**src/design/pattern_test_pkg.sv**
```systemverilog
// holds offsets, field positions, reset values and modes of the
// test pattern control block
// assumes a 16-bit register port already decoded from management frames
package pattern_test_pkg;

    // ------------------------------------------------------------
    // register access
    // ------------------------------------------------------------
    localparam logic [4:0]  DEVICE_ADDR        = 5'h03;
    localparam logic [15:0] SEED_A_WORD0_ADDR  = 16'h0022;
    localparam logic [15:0] SEED_A_WORD1_ADDR  = 16'h0023;
    localparam logic [15:0] SEED_A_WORD2_ADDR  = 16'h0024;
    localparam logic [15:0] SEED_A_TOP_ADDR    = 16'h0025;
    localparam logic [15:0] SEED_B_WORD0_ADDR  = 16'h0026;
    localparam logic [15:0] SEED_B_WORD1_ADDR  = 16'h0027;
    localparam logic [15:0] SEED_B_WORD2_ADDR  = 16'h0028;
    localparam logic [15:0] SEED_B_TOP_ADDR    = 16'h0029;
    localparam logic [15:0] CONTROL_ADDR       = 16'h002A;
    localparam logic [15:0] ERROR_COUNT_ADDR   = 16'h002B;
    localparam logic [15:0] VENDOR_CONTROL_ADDR = 16'h8000;
    localparam logic [15:0] VENDOR_STATUS_ADDR = 16'h8010;

    // ------------------------------------------------------------
    // field layout
    // ------------------------------------------------------------
    localparam int SEED_WIDTH        = 58;
    localparam int SEED_TOP_WIDTH    = 10;
    localparam int CONTROL_WIDTH     = 6;
    localparam int RX_PRBS_BIT       = 5;
    localparam int TX_PRBS_BIT       = 4;
    localparam int TX_PATTERN_BIT    = 3;
    localparam int RX_PATTERN_BIT    = 2;
    localparam int TYPE_SELECT_BIT   = 1;
    localparam int DATA_SELECT_BIT   = 0;
    localparam int RUN_LENGTH_LSB    = 4;
    localparam int RUN_LENGTH_WIDTH  = 4;
    localparam int ERROR_FLAG_BIT    = 8;

    // ------------------------------------------------------------
    // reset values
    // ------------------------------------------------------------
    localparam logic [57:0] SEED_RESET       = 58'h0;
    localparam logic [5:0]  CONTROL_RESET    = 6'h00;
    localparam logic [3:0]  RUN_LENGTH_RESET = 4'hB;
    localparam logic [15:0] COUNT_RESET      = 16'h0000;

    // ------------------------------------------------------------
    // pattern constants
    // ------------------------------------------------------------
    // start state of the prbs31 generator, any value nonzero in bits 30:0 works
    localparam logic [57:0] PRBS_START       = 58'h3FF_FFFF_FFFF_FFFF;
    // local fault ordered set, byte 0 sent first
    localparam logic [63:0] LF_PATTERN       = 64'h0100_0000_0100_009C;
    // count of the last byte before seed A and seed B swap
    localparam logic [6:0]  RESEED_LAST      = 7'h7F;
    // bytes of history needed before the checker is primed
    localparam logic [3:0]  PRIME_LAST       = 4'h8;

    // ------------------------------------------------------------
    // transmit modes
    // ------------------------------------------------------------
    typedef enum logic [3:0] {
        TX_NORMAL    = 4'h1,
        TX_PRBS      = 4'h2,
        TX_SCRAMBLED = 4'h4,
        TX_SQUARE    = 4'h8
    } tx_mode_type;

endpackage : pattern_test_pkg

```
**src/design/pattern_step_if.sv**
```systemverilog
// holds the bundle between the control block and its lfsr step
// assumes both ends sit in the same clock domain
`timescale 1ns/1ps
`default_nettype none

interface pattern_step_if;
    logic [57:0] history;      // newest bit at bit 0
    logic [7:0]  dataIn;       // byte to scramble or to check
    logic        longPoly;     // 1: 58-bit scrambler, 0: prbs31
    logic        shiftInput;   // 1: history takes input bits
    logic [7:0]  dataOut;      // stepped byte
    logic [57:0] historyNext;  // history after eight bits

    // the step logic
    modport engine (
        input  history, dataIn, longPoly, shiftInput,
        output dataOut, historyNext
    );
    // the block that owns the history
    modport owner (
        output history, dataIn, longPoly, shiftInput,
        input  dataOut, historyNext
    );
endinterface : pattern_step_if

`default_nettype wire

```
**src/design/pattern_step.sv**
```systemverilog
// holds eight bit-steps of a shared lfsr scrambler and checker
// assumes the owner keeps the history in its own flip-flops
`timescale 1ns/1ps
`default_nettype none

module pattern_step (
    // link to the owner
    pattern_step_if.engine stepIf
);

    // ------------------------------------------------------------
    // bit-serial unroll, bit 0 of the byte first
    // ------------------------------------------------------------
    logic [57:0] hist [0:8];  // history before each bit
    logic [7:0]  outBits;     // stepped bits

    assign hist[0] = stepIf.history;

    genvar i;
    generate
        for (i = 0; i < 8; i++) begin : g_bit
            logic fb;   // feedback of the chosen polynomial
            assign fb = stepIf.longPoly ?
                        (hist[i][57] ^ hist[i][38]) :
                        (hist[i][30] ^ hist[i][27]);
            // scramble, or compare against prediction
            assign outBits[i] = stepIf.dataIn[i] ^ fb;
            // self-synchronous checkers shift the input bit in
            assign hist[i+1] = {hist[i][56:0],
                                stepIf.shiftInput ? stepIf.dataIn[i]
                                                  : outBits[i]};
        end
    endgenerate

    assign stepIf.dataOut     = outBits;
    assign stepIf.historyNext = hist[8];

endmodule : pattern_step

`default_nettype wire

```
**src/design/pcs_test_pattern_control.sv**
```systemverilog
// holds the test pattern registers, generator and checker of the pcs
// assumes register strobes are decoded from management frames upstream
// and that transmit and receive bytes are synchronous to clk_sys
`timescale 1ns/1ps
`default_nettype none

// Behaviour
// - seed A bits 57:48 at 0x25 9:0
// - seed B in 0x26..0x29, low first
// - reserved upper bits read zero
// - bit 5 enables receive prbs31 check
// - bit 4 sends prbs31 instead of traffic
// - bit 3 sends selected test pattern
// - bit 2 checks received pseudo-random pattern, square wave not checked
// - bit 1: square wave or pseudo-random
// - control fields at 0x2A zero after reset
// - read-only error counter at 0x2B, resets zero
// - counter counts error bytes, clears on read
// - square run length 7:4, reset 1011
// - seed A low 48 bits at 0x22..0x24
// - sticky error flag, cleared by reading
module pcs_test_pattern_control (
    // clock and reset
    input  wire logic        clk_sys,
    input  wire logic        rst,
    // register port
    input  wire logic [4:0]  devAddr,
    input  wire logic [15:0] regAddr,
    input  wire logic        regWrite,
    input  wire logic        regRead,
    input  wire logic [15:0] regWriteData,
    output logic      [15:0] regReadData,
    output logic             regReadValid,
    // transmit path
    input  wire logic [7:0]  txData,
    output logic      [7:0]  txOut,
    // receive path
    input  wire logic [7:0]  rxData,
    input  wire logic        rxValid,
    output logic      [7:0]  rxOut,
    output logic             rxOutValid
);

    // ------------------------------------------------------------
    // state
    // ------------------------------------------------------------
    typedef struct packed {
        logic [57:0] seedA;        // first pattern seed
        logic [57:0] seedB;        // second pattern seed
        logic [5:0]  control;      // pattern test control
        logic [3:0]  runLength;    // square run length
        logic [15:0] errorTally;   // pattern error tally
        logic        errorFlag;    // pattern error flag
        pattern_test_pkg::tx_mode_type txMode;  // active tx mode
        logic [57:0] txHist;       // generator history
        logic [57:0] rxHist;       // checker history
        logic [7:0]  txOut;        // transmit byte
        logic [7:0]  rxOut;        // receive byte
        logic        rxOutValid;   // receive byte valid
        logic [15:0] readData;     // read answer
        logic        readValid;    // read answer strobe
        logic [2:0]  txPos;        // data pattern byte index
        logic [2:0]  rxPos;        // expected pattern byte index
        logic [6:0]  reseedCount;  // bytes since last seed load
        logic        useSeedB;     // seed loaded last was B
        logic [3:0]  squareCount;  // bytes in current run
        logic        squareLevel;  // current run is ones
        logic [3:0]  primeCount;   // checker fill level
        logic        checkPrev;    // checker enabled last cycle
    } state_type;

    state_type stateReg;   // registered state
    state_type stateNext;  // next state

    // ------------------------------------------------------------
    // lfsr steps for transmit and receive
    // ------------------------------------------------------------
    pattern_step_if txStepIf ();
    pattern_step_if rxStepIf ();

    pattern_step u_txStep (
        .stepIf (txStepIf.engine)
    );

    pattern_step u_rxStep (
        .stepIf (rxStepIf.engine)
    );

    // ------------------------------------------------------------
    // helpers
    // ------------------------------------------------------------
    // byte of the selected data pattern
    function automatic logic [7:0] dataByte(input logic zeros,
                                            input logic [2:0] pos);
        logic [63:0] shifted;
        shifted = pattern_test_pkg::LF_PATTERN >> {pos, 3'h0};
        dataByte = zeros ? 8'h00 : shifted[7:0];
    endfunction : dataByte

    // register read decode, upper reserved bits zero
    function automatic logic [15:0] readMux(input state_type s,
                                            input logic [15:0] addr);
        readMux = 16'h0000;
        case (addr)
            pattern_test_pkg::SEED_A_WORD0_ADDR: readMux = s.seedA[15:0];
            pattern_test_pkg::SEED_A_WORD1_ADDR: readMux = s.seedA[31:16];
            pattern_test_pkg::SEED_A_WORD2_ADDR: readMux = s.seedA[47:32];
            pattern_test_pkg::SEED_A_TOP_ADDR:
                readMux = {6'h00, s.seedA[57:48]};
            pattern_test_pkg::SEED_B_WORD0_ADDR: readMux = s.seedB[15:0];
            pattern_test_pkg::SEED_B_WORD1_ADDR: readMux = s.seedB[31:16];
            pattern_test_pkg::SEED_B_WORD2_ADDR: readMux = s.seedB[47:32];
            pattern_test_pkg::SEED_B_TOP_ADDR:
                readMux = {6'h00, s.seedB[57:48]};
            pattern_test_pkg::CONTROL_ADDR:
                readMux = {10'h000, s.control};
            pattern_test_pkg::ERROR_COUNT_ADDR:
                readMux = s.errorTally;
            pattern_test_pkg::VENDOR_CONTROL_ADDR:
                readMux = {8'h00, s.runLength, 4'h0};
            pattern_test_pkg::VENDOR_STATUS_ADDR:
                readMux = {7'h00, s.errorFlag, 8'h00};
            default: readMux = 16'h0000;
        endcase
    endfunction : readMux

    // ------------------------------------------------------------
    // decoded controls
    // ------------------------------------------------------------
    logic                          hit;         // access to this device
    logic                          rxPrbsCheck; // prbs31 check active
    logic                          rxSeedCheck; // seeded check active
    logic                          checking;    // any check active
    pattern_test_pkg::tx_mode_type modeSel;     // requested tx mode
    logic [7:0]                    expected;    // expected check byte
    logic                          byteError;   // checked byte is bad
    logic [15:0]                   tallyBase;   // tally after read clear

    // ------------------------------------------------------------
    // next state
    // ------------------------------------------------------------
    always_comb begin
        stateNext = stateReg;
        hit = (devAddr == pattern_test_pkg::DEVICE_ADDR);

        // register reads answer one cycle later
        stateNext.readValid = regRead && hit;
        stateNext.readData  = (regRead && hit) ?
                              readMux(stateReg, regAddr) : 16'h0000;

        // register writes, reserved bits dropped
        if (regWrite && hit) begin
            case (regAddr)
                pattern_test_pkg::SEED_A_WORD0_ADDR:
                    stateNext.seedA[15:0] = regWriteData;
                pattern_test_pkg::SEED_A_WORD1_ADDR:
                    stateNext.seedA[31:16] = regWriteData;
                pattern_test_pkg::SEED_A_WORD2_ADDR:
                    stateNext.seedA[47:32] = regWriteData;
                pattern_test_pkg::SEED_A_TOP_ADDR:
                    stateNext.seedA[57:48] = regWriteData[9:0];
                pattern_test_pkg::SEED_B_WORD0_ADDR:
                    stateNext.seedB[15:0] = regWriteData;
                pattern_test_pkg::SEED_B_WORD1_ADDR:
                    stateNext.seedB[31:16] = regWriteData;
                pattern_test_pkg::SEED_B_WORD2_ADDR:
                    stateNext.seedB[47:32] = regWriteData;
                pattern_test_pkg::SEED_B_TOP_ADDR:
                    stateNext.seedB[57:48] = regWriteData[9:0];
                pattern_test_pkg::CONTROL_ADDR:
                    stateNext.control = regWriteData[5:0];
                pattern_test_pkg::VENDOR_CONTROL_ADDR:
                    stateNext.runLength = regWriteData[7:4];
                // counter and status are read only
                default: stateNext.control = stateReg.control;
            endcase
        end

        // transmit mode, prbs31 takes priority over the other test
        if (stateReg.control[pattern_test_pkg::TX_PRBS_BIT])
            modeSel = pattern_test_pkg::TX_PRBS;
        else if (stateReg.control[pattern_test_pkg::TX_PATTERN_BIT])
            modeSel = stateReg.control[pattern_test_pkg::TYPE_SELECT_BIT]
                      ? pattern_test_pkg::TX_SQUARE
                      : pattern_test_pkg::TX_SCRAMBLED;
        else
            modeSel = pattern_test_pkg::TX_NORMAL;
        stateNext.txMode = modeSel;

        // transmit step: scrambler for seeded, free lfsr for prbs31
        txStepIf.history    = stateReg.txHist;
        txStepIf.longPoly   = (stateReg.txMode ==
                               pattern_test_pkg::TX_SCRAMBLED);
        txStepIf.shiftInput = 1'b0;
        txStepIf.dataIn     = txStepIf.longPoly ?
            dataByte(stateReg.control[pattern_test_pkg::DATA_SELECT_BIT],
                     stateReg.txPos) : 8'h00;

        // transmit byte per mode
        case (stateReg.txMode)
            pattern_test_pkg::TX_PRBS: begin
                stateNext.txOut  = txStepIf.dataOut;
                stateNext.txHist = txStepIf.historyNext;
            end
            pattern_test_pkg::TX_SCRAMBLED: begin
                stateNext.txOut       = txStepIf.dataOut;
                stateNext.txHist      = txStepIf.historyNext;
                stateNext.txPos       = stateReg.txPos + 3'h1;
                stateNext.reseedCount = stateReg.reseedCount + 7'h01;
                // swap seeds every block of bytes
                if (stateReg.reseedCount == pattern_test_pkg::RESEED_LAST)
                begin
                    stateNext.txHist   = stateReg.useSeedB ?
                                         stateReg.seedA :
                                         stateReg.seedB;
                    stateNext.useSeedB = ~stateReg.useSeedB;
                end
            end
            pattern_test_pkg::TX_SQUARE: begin
                stateNext.txOut = stateReg.squareLevel ? 8'hFF : 8'h00;
                // run length of zero behaves as one
                if ({1'b0, stateReg.squareCount} + 5'h01 >=
                    {1'b0, stateReg.runLength}) begin
                    stateNext.squareCount = 4'h0;
                    stateNext.squareLevel = ~stateReg.squareLevel;
                end else begin
                    stateNext.squareCount = stateReg.squareCount + 4'h1;
                end
            end
            pattern_test_pkg::TX_NORMAL: stateNext.txOut = txData;
            default: stateNext.txOut = txData;
        endcase

        // restart the generator on any mode change
        if (modeSel != stateReg.txMode) begin
            stateNext.txHist      = (modeSel == pattern_test_pkg::TX_PRBS)
                                    ? pattern_test_pkg::PRBS_START
                                    : stateReg.seedA;
            stateNext.useSeedB    = 1'b0;
            stateNext.reseedCount = 7'h00;
            stateNext.txPos       = 3'h0;
            stateNext.squareCount = 4'h0;
            stateNext.squareLevel = 1'b0;
        end

        // receive checks: prbs31 first, square wave is not checked
        rxPrbsCheck = stateReg.control[pattern_test_pkg::RX_PRBS_BIT];
        rxSeedCheck = ~rxPrbsCheck &&
                      stateReg.control[pattern_test_pkg::RX_PATTERN_BIT] &&
                      ~stateReg.control[pattern_test_pkg::TYPE_SELECT_BIT];
        checking    = rxPrbsCheck || rxSeedCheck;
        stateNext.checkPrev = checking;

        // self-synchronous check: history takes the received bits
        rxStepIf.history    = stateReg.rxHist;
        rxStepIf.dataIn     = rxData;
        rxStepIf.longPoly   = ~rxPrbsCheck;
        rxStepIf.shiftInput = 1'b1;
        expected = rxPrbsCheck ? 8'h00 :
            dataByte(stateReg.control[pattern_test_pkg::DATA_SELECT_BIT],
                     stateReg.rxPos);
        byteError = 1'b0;

        // receive path passes data through unchanged
        stateNext.rxOut      = rxData;
        stateNext.rxOutValid = rxValid;

        if (!checking || !stateReg.checkPrev) begin
            // new check: refill history first
            stateNext.primeCount = 4'h0;
            stateNext.rxPos      = 3'h0;
        end else if (rxValid) begin
            stateNext.rxHist = rxStepIf.historyNext;
            stateNext.rxPos  = stateReg.rxPos + 3'h1;
            if (stateReg.primeCount == pattern_test_pkg::PRIME_LAST) begin
                byteError = |(rxStepIf.dataOut ^ expected);
            end else begin
                stateNext.primeCount = stateReg.primeCount + 4'h1;
            end
        end

        // tally: read clears it, an error in the same cycle still counts
        tallyBase = (regRead && hit &&
                     regAddr == pattern_test_pkg::ERROR_COUNT_ADDR)
                    ? pattern_test_pkg::COUNT_RESET
                    : stateReg.errorTally;
        if (byteError && tallyBase != 16'hFFFF)
            stateNext.errorTally = tallyBase + 16'h0001;
        else
            stateNext.errorTally = tallyBase;

        // flag: set wins over read clear
        if (byteError && rxSeedCheck)
            stateNext.errorFlag = 1'b1;
        else if (regRead && hit &&
                 regAddr == pattern_test_pkg::VENDOR_STATUS_ADDR)
            stateNext.errorFlag = 1'b0;
    end

    // ------------------------------------------------------------
    // state register
    // ------------------------------------------------------------
    always_ff @(posedge clk_sys) begin
        if (rst) begin
            stateReg             <= '0;
            stateReg.seedA       <= pattern_test_pkg::SEED_RESET;
            stateReg.seedB       <= pattern_test_pkg::SEED_RESET;
            stateReg.control     <= pattern_test_pkg::CONTROL_RESET;
            stateReg.runLength   <= pattern_test_pkg::RUN_LENGTH_RESET;
            stateReg.errorTally  <= pattern_test_pkg::COUNT_RESET;
            stateReg.txMode      <= pattern_test_pkg::TX_NORMAL;
        end else begin
            stateReg <= stateNext;
        end
    end

    // ------------------------------------------------------------
    // outputs
    // ------------------------------------------------------------
    assign regReadData  = stateReg.readData;
    assign regReadValid = stateReg.readValid;
    assign txOut        = stateReg.txOut;
    assign rxOut        = stateReg.rxOut;
    assign rxOutValid   = stateReg.rxOutValid;

endmodule : pcs_test_pattern_control

`default_nettype wire

```
**config.mk**
```make
export PLATFORM = sky130hd
export DESIGN_NAME = pcs_test_pattern_control
export DESIGN_NICKNAME = d
export VERILOG_FILES = /design/src/design/pattern_test_pkg.sv /design/src/design/pattern_step_if.sv /design/src/design/pattern_step.sv /design/src/design/pcs_test_pattern_control.sv
export SDC_FILE = /design/constraint.sdc
export NUM_CORES = 1
export LEC_CHECK = 0
export BUFFER_PORTS_ARGS = -buffer_cell sky130_fd_sc_hd__buf_2
export CORE_UTILIZATION = 30
export CTS_CLUSTER_DIAMETER = 30
export DETAILED_ROUTE_END_ITERATION = 10
export GPL_ROUTABILITY_DRIVEN = 0
export PLACE_DENSITY_LB_ADDON = 0.25
export SLEW_MARGIN = 20
export SYNTH_ARGS = -nofsm -noshare
export SYNTH_HDL_FRONTEND = slang
export SYNTH_SLANG_ARGS = --single-unit
```
**constraint.sdc**
```tcl
create_clock -name clk_sys -period 5.6 [get_ports clk_sys]
set_input_delay 0.56 -clock clk_sys [delete_from_list [all_inputs] [get_ports clk_sys]]
set_output_delay 0.56 -clock clk_sys [all_outputs]
set_load 0.02 [all_outputs]
```
==> out/results.txt, run 1 <==
In the post-synthesis netlist, the biggest area contributors are sky130_fd_sc_hd__dfxtp_1 42%, sky130_fd_sc_hd__nand2_1 10%, sky130_fd_sc_hd__a21oi_1 7.0%, sky130_fd_sc_hd__a211oi_1 5.6%, sky130_fd_sc_hd__mux2i_1 4.6%. Detailed routing placed a total of 23700 um of wire on met2. In this run the tool buffered the top-level ports with 91 buffer cells. Summing the sequential cell areas from Yosys gives 42.4% of the chip area. Counting I/O delays and the setup requirement, the final critical path takes 3.96 ns. After detailed routing, the wire length on met1 is 23700 um. The first global-routing pass estimated 82700 um of wire. For the power share of the sequential group, the log shows 31.6%. The violation count after the first detailed-routing iteration is 1342, and the final routed wirelength across all metal layers is 54300 um. The number of setup buffers added after CTS is 0. The analysis attributes to cell leakage a power of 6.58 nW.

The vertical extent of the die came out at 227 um. The tools report the non-filler instance count after layout as 2657. In the routed layout, each cell is associated on average with a via count of 5.38. The most common cell in the synthesized netlist is sky130_fd_sc_hd__nand2_1.

Summed over all instances, the cell type with the most area after synthesis is sky130_fd_sc_hd__dfxtp_1. Counting the buffers created by CTS gives 84. The worst setup path is captured at a flop.

After synthesis, the most frequently instantiated cells are 404 x sky130_fd_sc_hd__nand2_1, 321 x sky130_fd_sc_hd__dfxtp_1, 213 x sky130_fd_sc_hd__a21oi_1. In the detailed route, the total length drawn on met3 is 4980 um. For this design the ratio of total power to cell area is 386 mW/mm^2.

At the worst endpoint, the required time is 6.12 ns. Summed over all layers, the global routing overflow is 0. Setup repair after global routing left no endpoint under its margin. Max-capacitance violation count: 0.

The number of cells upsized or downsized after cts is 0, and the clock slew at the register clock pins of the worst setup and hold paths is 0.04 ns. The number of global-route vias before repair is 13800, and the initial antenna violation count is 4. The area added between synthesis and finish works out to 24.4%. Timing would allow up to 253 MHz. Setup violations remaining at the end of the flow were counted as 0. The number of failing hold endpoints at the final stage is 0. The x dimension of the die was 227 um; the number of standard cells after synthesis was 1897. The tools report the number of search-and-repair iterations in the first detailed-routing pass as 6.

The core footprint was 0.0494 sq mm. Of the total power, the clock network draws 66.6%. The dominant register cell in the synthesized netlist is sky130_fd_sc_hd__dfxtp_1. The sink count of the clock tree came out at 321. Clock latency on the worst-skew pair, taken at its later pin, is 0.61 ns.

The mean area per synthesized cell is 7.99 sq um, and the number of nets produced by synthesis is 1971. For the count of antenna-violating nets left after detailed routing, the log shows 0. The startpoint kind of the worst setup timing path is an input pin. CTS placed an instance of sky130_fd_sc_hd__clkbuf_16 at the clock tree root. Type of the tightest min-delay check: in2reg. At the pin with the least slew margin, the transition time is 1.18 ns. Total die area: 0.0514 sq mm. The layout filler cell count was 5111; the maximum vdd drop was 0.260 mV. The mapped netlist covers 0.0151 sq mm.

The tools report the effective utilization at floorplan as 30.7%. In the final layout, the share of cells above drive strength 1 is 14.7%. The final layout contains 2002 nets. Of all nets on the critical path, the largest fanout is 11.

The maximum level of the CTS H-tree was 3; the number of enable flip-flop cells after synthesis was 0. The top cell type by area accounts for 42.4% of the synthesized area. The number of pins with negative max-slew slack in the final report was 0; the count of cell types in the netlist was 63. The topmost layer with routed signal wires is met5. Once placement completed, the tool counted placed cells totaling 2505.

Pin placement for this block handled 92 I/O pins. In the final timing run, aggregate negative setup slack is 0 ns. Synthesis inferred 321 register bits.

The flow ran to the end, and the final reports show no timing, DRC or antenna violations. Headroom to the max-slew limit came out at 21.0%. Of the available clock period, the critical path in the final layout requires 70.6%.

Across every metal layer, demand over resource in global routing totals 21.2%. TritonCTS built the clock tree. The longest clock path from root to sink contains 3 buffers. The critical path is of the in2reg type. Between clock sinks in the finished design, the worst skew comes to 0.0211 ns. The tools report the post-route DRC violation count as 0. The largest net degree at the start of global routing was 98; the total half-perimeter wirelength after legalization and detailed placement was 35000 um. The relative contribution of combinational cells to total power is 1.8%, and the number of hold-repair buffers added at the cts stage is 0. Internal power comes to 0.00575 W.

Row generation in the floorplan step produced 81 rows. Yosys printed 0 warnings. The routed wire length per instance works out to 20.4 um.

For this design the total switching power over the nets is 0.00154 W. The async set-reset flop share out of synthesis came out at 0%. Net switching is 21.1% of the power. The routed layout has 14300 vias. The run gives 4.48 ns as the signal arrival time at the worst endpoint.
[area by class of cell]
class	instances	area [sq um]	share of cell area [%]
diodes	2	5.00	0.0266
clock buffers	116	2440	12.9
clock inverters	33	437	2.32
inverters	13	48.8	0.259
multi-input cells	1386	7950	42.2
flip-flops and latches	321	6430	34.1
well taps	664	831	4.41
repair buffers	122	712	3.78
[worst max-delay path: stages]
cell                      delay (ns)
sky130_fd_sc_hd__buf_2          0.09
sky130_fd_sc_hd__or4_1          0.64
sky130_fd_sc_hd__or4_4          0.69
sky130_fd_sc_hd__nor2_4         0.34
sky130_fd_sc_hd__nand3_4        0.18
sky130_fd_sc_hd__and2_1         0.21
sky130_fd_sc_hd__ha_1           0.23
sky130_fd_sc_hd__nand2_1        0.09
sky130_fd_sc_hd__or2_2          0.12
sky130_fd_sc_hd__nor3_1         0.05
sky130_fd_sc_hd__nor4_1         0.48
sky130_fd_sc_hd__nand2_1        0.21
sky130_fd_sc_hd__or4_1          0.44
sky130_fd_sc_hd__a21oi_1        0.14
[per-layer routing]
| metal | GRT usage, % | vias up |
|---|---|---|
| met1 | 27.6 | 6829 |
| met3 | 6.18 | 130 |
| li1 | - | 6709 |
| met2 | 32.3 | 615 |
| met5 | 0 | - |
| met4 | 9.48 | 2 |
[flip-flops by register name, indices dropped and copies added (netlist names)]
signal            count
regReadData          16
regReadValid          1
rxStepIf.history     58
rxOut                 8
rxOutValid            1
txStepIf.history     58
stateReg            170
rxPrbsCheck           1
txOut                 8
[layout by cell type, fill, tap and decap left out, drive strengths merged, types with 12 or more instances in the layout]
| master | count |
|---|---|
| xor2 | 32 |
| a221oi | 20 |
| nor2b | 15 |
| nor3 | 76 |
| clkinv | 18 |
| a22oi | 12 |
| nor2 | 175 |
| a21oi | 213 |
| clkbuf | 117 |
| inv | 17 |
| mux2i | 69 |
| dfxtp | 321 |
| nand2 | 405 |
| buf | 121 |
| nand4 | 13 |
| o21ai | 17 |
| nand3 | 33 |
| ha | 16 |
| a211oi | 113 |
| a22o | 12 |
| xnor2 | 35 |
| a222oi | 19 |
[cell families (layout without fill, tap and decap cells)]
group | count (synthesis) | count (layout) | share of synthesized area, %
buffers and inverters | 190 | 284 | 5.77
adder cells (fa/ha/maj) | 16 | 16 | 1.32
flip-flops | 321 | 321 | 42.4
XOR/XNOR | 67 | 67 | 3.87
other | 0 | 2 | 0
AND/OR/NAND/NOR | 790 | 790 | 23.1
AO/OA/AOI/OAI | 440 | 440 | 18.7
multiplexers | 73 | 73 | 4.86
[power by group through the flow]
stage          clock [W]  combinational, W  sequential, W
3_5_place_dp           0          0.000131        0.00234
5_1_grt          0.00502          0.000141        0.00230
2_1_floorplan          0         0.0000789        0.00234
4_1_cts          0.00491          0.000131        0.00230
6_report         0.00485          0.000132        0.00230
3_3_place_gp           0          0.000130        0.00234
[final timing paths]
kind	from	to	slack, ns	cells after the start
setup / recovery	regAddr[10]	stateReg[192]	1.64	14
setup reg to reg	stateReg[177]	txStepIf.history[53]	2.38	9
hold reg to reg	rxStepIf.history[5]	rxStepIf.history[13]	0.45	2
hold / removal	txData[2]	txOut[2]	0.23	3
[stage by stage]
stage	instance area, sq um	setup WS, ns	total power [W]	util, %	hold slack (ns)
finish	18800	1.64	0.00728	38.2	0.227
global route	18800	1.42	0.00746	38.2	0.234
CTS	18800	1.70	0.00734	38.1	0.202
detailed placement	16000	1.10	0.00247	32.3	0.444
global placement	15900	1.15	0.00247	32.3	0.437
floorplan	15100	1.64	0.00242	-	0.432
(Power assumes the default switching activity.)
==> run 2: changes to the inputs <==
==> constraint.sdc (replaced) <==
create_clock -name clk_sys -period 3.3 [get_ports clk_sys]
set_input_delay 0.33 -clock clk_sys [delete_from_list [all_inputs] [get_ports clk_sys]]
set_output_delay 0.33 -clock clk_sys [all_outputs]
set_load 0.02 [all_outputs]
==> run 2 against run 1 <==
- critical path type unchanged
- combinational power rose by 86%
- flip-flop and latch count unchanged
- highest routed layer is now met4
- sequential share of layout area decreased by 1.6 points
- global-route usage is 0.26 points lower
==> out/results.txt, run 2 (synthesis gave the netlist of run 1 again) <==
On the final layout, the worst clock skew is 0.0291 ns. Counting the buffers created by CTS gives 90. The fraction of final layout cells sized beyond drive strength 1 was 17.5%.

Dividing the detail-routed wire length by the instance count gives 19.8 um. Root buffer cell: sky130_fd_sc_hd__clkbuf_16. Data on the critical path arrives at its endpoint at 3.38 ns. In this run, the number of DRC markers left after iteration 0 of detailed routing was 1191.

The total die area is 0.0514 sq mm, and the overall power after layout is 0.0130 W. On the critical path, the stage with the largest delay is an instance of sky130_fd_sc_hd__or4_1. The actual slew at the worst max-slew pin is 0.864 ns. The global routing usage on met3 came out at 6.67%. Counting every sink on the clock net gives 321.

The library cell used most frequently in the layout, excluding fill and tap cells, is sky130_fd_sc_hd__nand2_1. In this run the deepest clock path goes through 3 buffers. The number of pins with negative max-slew slack in the final report is 0. The run gives 27.1% as the global routing met1 resource utilization. The largest fanout on the critical path came out at 3.

Type of the tightest min-delay check: in2reg. The layer flagged by global routing as most heavily used is met2. The maximum level of the CTS H-tree was 3.

The routed via count is 14500. Wires add up to 54100 um. The sum of overflow across all layers after global routing was 0; the leakage power figure was 7.01 nW. STA classifies the critical path startpoint as an input pin. In the final design database the tool counted 2069 nets.

Buffers added to address setup during post-CTS repair amount to 0. Counting flops per register, the top entry is stateReg. TritonCTS built the clock tree. The area added between synthesis and finish works out to 30.7%.

The wire length of the first global-routing pass is 81800 um, and the remaining max-slew budget at the tightest pin is 42.4%. Clock latency on the worst-skew pair, taken at its later pin, is 0.62 ns. Setup violations remaining at the end of the flow were counted as 0. The worst register-to-register path ends at txStepIf.history[26]. The initial antenna violation count is 3, and the number of global-route vias before repair is 13800. For this design, the CTS-stage hold fixing added 16 buffers. In the finished design, the share of the clock period the worst path needs comes to 86.5%. The tools report the number of failing hold endpoints at the final stage as 0.

The vertical extent of the die is 227 um, and the effective utilization at floorplan is 30.7%. Once the clock tree was built, the resizer swapped 0 gates to a different size. For this run, design rule violations remaining after detail routing come to 0. Power spread over the standard cell area amounts to 659 mW/mm^2.

The count of input and output buffers was 91; the length in cells of the worst reg-to-reg path was 8. The logs give 350 MHz for the maximum achievable frequency and 0.0494 sq mm for the core footprint. The reg-to-reg critical path startpoint is stateReg[177]. Setup repair after global routing left no endpoint under its margin. The overall global routing resource usage is 21.0%. For the number of search-and-repair iterations in the first detailed-routing pass, the log shows 8. After legalization and detailed placement, the total HPWL measured 35200 um. The placed instances occupy a cell area of 0.0165 sq mm. Worst hold path stage count: 3. For the final standard cell area without fillers, the log shows 0.0198 sq mm. The worst setup path is captured at a flop.

The cell row count was 81. After layout, the worst setup slack is 0.445 ns. In the global route stage, met2 resource usage came out at 31.3%. The run finished with clean final reports.

Across all hold checks on the routed design, the worst slack comes to 0.0281 ns. The critical path goes through buf_2 -> or4_1 -> or4_4 -> nor2_4 -> nand3_4 -> and2_4 -> ha_4 -> nand2_2 -> or2_4 -> nor3_2 -> nor4_2 -> buf_4 -> nand4_1 -> or3_1 -> a21oi_1. In this run the count of I/O pins placed on the die edge is 92.

After detailed routing, the number of vias per cell comes to 5.32. The worst hold path begins at regWriteData[12]. Largest net degree at the start of global routing: 247.

The maximum vdd drop is 0.407 mV. The path with the worst hold slack has its endpoint at stateReg[275]. Subtracting the final worst setup slack from the clock period gives 2.86 ns. For the worst setup path, the data required time is 3.83 ns. In this run the register-to-register setup slack is 0.60 ns.

The count of antenna-violating nets left after detailed routing was 0; the x dimension of the die was 227 um. The clock slew at the register clock pins of the worst setup and hold paths was 0.04 ns; the max-capacitance violation count was 0. Leaving out fill and tap cells, the most frequent cells in the layout are 403 x sky130_fd_sc_hd__nand2_1, 320 x sky130_fd_sc_hd__dfxtp_1, 213 x sky130_fd_sc_hd__a21oi_1, 173 x sky130_fd_sc_hd__nor2_1, 112 x sky130_fd_sc_hd__a211oi_1.

The flip-flop count of the largest register, all copies and words added was 170. By startpoint and endpoint, the worst setup path is classified as in2reg. The largest single stage delay on the critical path is 0.66 ns.

Worst setup slack after placement: -0.151 ns.
run 2: changes by cell type in the layout (fill, tap and decap cells not counted), moves of 3 or more:
| cell | before | now |
|---|---|---|
| sky130_fd_sc_hd__clkinv_2 | 15 | 24 |
| sky130_fd_sc_hd__nor3_2 | 5 | 10 |
| sky130_fd_sc_hd__clkbuf_8 | 16 | 13 |
| sky130_fd_sc_hd__bufinv_16 | 9 | 13 |
| sky130_fd_sc_hd__buf_4 | 29 | 62 |
| sky130_fd_sc_hd__nor3_4 | 5 | 1 |
| sky130_fd_sc_hd__dlygate4sd3_1 | 0 | 16 |
| sky130_fd_sc_hd__buf_12 | 0 | 13 |
| sky130_fd_sc_hd__clkbuf_16 | 87 | 92 |
| sky130_fd_sc_hd__clkbuf_1 | 14 | 11 |
run 2: per-stage QoR:
step	std cells	util, %	TNS [ns]
after detailed placement	2550	33.3	-0.769
final	2733	40.1	0
after global routing	2733	40.1	0
after CTS	2730	40.0	0
after floorplan	1897	-	-0.492
after global placement	2550	33.3	-0.536
run 2: routing by layer:
| layer | up-vias | part of all wire (%) |
|---|---|---|
| met1 | 6943 | 43 |
| met3 | 143 | 9.0 |
| li1 | 6859 | - |
| met2 | 595 | 43 |
| met4 | 0 | 4.2 |
| met5 | - | 0 |
run 2: worst max-delay path: cells and delay by family:
kind                     cells  cell delay [ns]
AO/OA/AOI/OAI                1             0.13
adder cells (fa/ha/maj)      1             0.16
AND/OR/NAND/NOR             11             2.50
buffers and inverters        2             0.26
run 2: worst max-delay path by stage:
stage                          to  slack, ns  cells past startpoint   startpoint
finish              stateReg[190]       0.44                     15  regAddr[10]
global route        stateReg[190]       0.24                     15  regAddr[10]
CTS                 stateReg[190]       0.47                     15  regAddr[10]
detailed placement  stateReg[190]      -0.15                     15  regAddr[10]
global placement    stateReg[190]      -0.15                     15  regAddr[10]
floorplan           stateReg[192]      -0.20                     15  regAddr[10]
run 2: layout make-up:
class                           count  area, sq um
Inverter                           13         48.8
Clock inverter                     49          633
Timing Repair Buffer              183         1380
Fill cell                        4987        29600
Multi-Input combinational cell   1386         7960
Tap cell                          664          831
Clock buffer                      115         2510
Sequential cell                   321         6430
Antenna cell                        2         5.00
run 2: power breakdown:
part | total (W) | internal, W | leakage, nW | switching, W
Sequential | 0.00391 | 0.00390 | 2.59 | 0.00000247
Clock | 0.00889 | 0.00631 | 1.55 | 0.00257
Combinational | 0.000246 | 0.0000793 | 2.87 | 0.000166
Total | 0.0130 | 0.0103 | 7.01 | 0.00274
==> run 3: changes to the inputs <==
==> constraint.sdc (replaced) <==
create_clock -name clk_sys -period 3.3 [get_ports clk_sys]
set_input_delay 0.165 -clock clk_sys [delete_from_list [all_inputs] [get_ports clk_sys]]
set_output_delay 0.165 -clock clk_sys [all_outputs]
set_load 0.02 [all_outputs]
==> run 3 against run 2 <==
- via count is 0.43% lower
- combinational power increased by 5%
- global-route usage grew 0.16 points
- sequential power about the same
==> out/results.txt, run 3 (synthesis gave the netlist of run 1 again) <==
The run gives 14500 as the routed via count. For the number of search-and-repair iterations in the first detailed-routing pass, the log shows 9. The tools report the met2 track demand over resource in global routing as 32.1%. The flow ran to the end, and the final reports show no timing, DRC or antenna violations. Switching part of the total power: 22.5%.

The worst-path cell with the longest stage delay is sky130_fd_sc_hd__or4_4. The initialized floorplan defines 81 standard-cell rows. Wire length of the first global-routing pass: 82400 um. For the worst-skew pair, the clock arrives at the later sink with an insertion delay of 0.63 ns. Leaving out fill and tap cells, the most frequent cell in the layout is sky130_fd_sc_hd__nand2_1.

The final standard cell area without fillers was 0.0195 sq mm. Root buffer cell: sky130_fd_sc_hd__clkbuf_16. The clock network accounts for 66.4% of the total power.

The leakage power figure was 6.85 nW; the flip-flop count of the largest register, all copies and words added was 170. For the power spent charging and discharging nets, the log shows 0.00279 W. Counting the fill cells in the layout gives 5069. The die covers 0.0514 sq mm. Entering global routing, the biggest net connects 198 pins. TritonCTS built the clock tree. The floorplan step set the die height to 227 um. The sink count of the clock tree is 321, and the largest fanout on the critical path is 3. The max-capacitance violation count is 0, and the via density per instance is 5.31.

Maximum vdd drop: 0.696 mV. The critical path capture point is stateReg[190]. The tools report the remaining max-slew budget at the tightest pin as 33.6%.

The overall global routing resource usage is 21.1%, and the maximum achievable frequency is 375 MHz. The design draws 0.0124 W. The count of antenna-violating nets left after detailed routing came out at 0. The worst min-delay path startpoint was regAddr[4].

The final routed wirelength across all metal layers came out at 54400 um. Summed over all layers, the global routing overflow is 0. The reg-to-reg critical path startpoint was stateReg[177].

The total setup buffers inserted after CTS is 0, and the time the worst path needs with I/O delays and setup is 2.67 ns. The number of global-route vias before repair was 14000; the placed cell count was 2536. The placed instance area was 0.0162 sq mm.

In this design, the stage delay of the slowest critical-path cell is 0.55 ns. For the number of failing hold endpoints at the final stage, the log shows 0. Power spread over the standard cell area amounts to 636 mW/mm^2. In this run, post-CTS repair resized a total of 0 instances.

The endpoint identified for the worst register-to-register timing path is txStepIf.history[8]. STA classifies the critical path endpoint as a flop. The setup path with the least slack is of type in2reg. After floorplanning, the core was sized to cover 0.0494 sq mm.

In this run, CTS created clock tree buffers numbering 84. The number of pins with negative max-slew slack in the final report was 0. The data required time of the critical path came out at 3.83 ns. The period utilization came out at 80.8%. Setup slack on the worst reg-to-reg path comes out at 0.65 ns. Global routing met1 resource utilization: 27.6%. The critical path starts at regAddr[10]. The path class of the tightest hold or removal check is in2reg.

After the last flow step, the layout net total stands at 2066. In this run, flip-flops and latches consume 31.5% of the power. In the final timing run, aggregate negative setup slack is 0 ns. STA classifies the critical path startpoint as an input pin. For the worst setup path, the data arrival time is 3.19 ns. The relative contribution of combinational cells to total power came out at 2.1%.

The first routing iteration left 1403 violations. The length in cells of the worst reg-to-reg path is 8. The non-filler instance count after layout is 2724, and the x dimension of the die is 227 um. After legalization and detailed placement, the total HPWL measured 35300 um. The clock passes through at most 3 buffers. Walking the worst path, the cells encountered are buf_2 -> or4_1 -> or4_4 -> nor2_4 -> nand3_4 -> and2_1 -> ha_1 -> nand2_1 -> or2_2 -> nor3_1 -> nor4_2 -> buf_4 -> nand4_1 -> or3_1 -> a21oi_1.

The most congested layer reported by global routing was met2. In the global route stage, met3 resource usage came out at 6.00%. The run gives 0 as the number of setup violations in the final report. The initial antenna violation count is 1. Cells with a size suffix above 1 make up 15.9% of the layout. stateReg holds more flip-flops than any other register. The initial utilization of the core area, before any placement, comes to 30.7%. In the layout the commonest cells are 404 x sky130_fd_sc_hd__nand2_1, 320 x sky130_fd_sc_hd__dfxtp_1, 213 x sky130_fd_sc_hd__a21oi_1, 173 x sky130_fd_sc_hd__nor2_1, 112 x sky130_fd_sc_hd__a211oi_1. For this run, design rule violations remaining after detail routing come to 0.

The cell internal power dissipation is 0.00962 W, and the maximum level of the CTS H-tree is 3. After detailed routing, the average wire length per cell comes to 20.0 um. Compared with the post-synthesis result, the final layout area differs by 28.8%. For this design the top-level I/O count stands at 92. At the pin with the least slew margin, the transition time is 0.995 ns. The count of buffers added on input and output ports is 91.

The clock slew at the register clock pins of the worst setup and hold paths was 0.04 ns; the clock skew after layout was 0.0320 ns. Setup repair after global routing left no endpoint under its margin.
==> run 3: changes by cell type in the layout (fill, tap and decap cells not counted), sizes merged <==
cell,previous run,this run
bufinv,13,8
dlygate4sd3,16,34
clkbuf,116,114
clkinvlp,4,3
clkinv,30,27
buf,166,151
diode,2,1
==> run 3: worst max-delay path: cells and delay by family <==
kind | cells | cell delay, ns
compound gates | 1 | 0.13
fa+ha+maj | 1 | 0.21
buf+inv | 2 | 0.27
simple gates | 11 | 2.41
==> run 3: power by group through the flow <==
stage | registers, W | logic (W) | clock network (W)
after detailed placement | 0.00397 | 0.000225 | 0
after CTS | 0.00390 | 0.000258 | 0.00837
after global routing | 0.00390 | 0.000276 | 0.00859
after floorplan | 0.00397 | 0.000134 | 0
final | 0.00391 | 0.000259 | 0.00825
after global placement | 0.00397 | 0.000224 | 0
==> run 3: how the worst min path moves through the flow <==
stage / depth (start not counted) / to
after global placement: 3 / txOut[3]
after CTS: 5 / stateReg[178]
after detailed placement: 3 / txOut[6]
after floorplan: 1 / rxOut[0]
after global routing: 4 / regReadValid
final: 5 / stateReg[178]
==> run 3: final cells by class <==
class / instances / area, sq um / share of cell area, %
Inverter: 13 / 48.8 / 0.250
Clock inverter: 40 / 567 / 2.91
Antenna cell: 1 / 2.50 / 0.0128
Clock buffer: 113 / 2350 / 12.1
Tap cell: 664 / 831 / 4.26
Multi-Input combinational cell: 1386 / 7930 / 40.6
Timing Repair Buffer: 186 / 1350 / 6.92
Sequential cell: 321 / 6430 / 33.0
==> run 3: routing by layer <==
layer  up-vias  share of wire, %  routed length, um
met5         -                 0                  0
met4         0               3.5               1920
met3       114               8.5               4620
met2       587                44              24000
met1      6946                44              23900
li1       6831                 -                  -
==> run 3: repair_timing <==
action                                 CTS  global route
endpoints found under the hold margin  164             0
setup endpoints to repair                0             0
hold buffers                            34             0
==> run 3: per-stage QoR <==
step | hold slack, ns | util, % | worst slack, ns
2_1_floorplan | 0.293 | - | -0.100
3_3_place_gp | 0.435 | 32.9 | 0.0798
3_5_place_dp | 0.429 | 32.9 | 0.0257
4_1_cts | 0.0352 | 39.5 | 0.598
5_1_grt | 0.0971 | 39.5 | 0.444
6_report | 0.0522 | 39.5 | 0.634
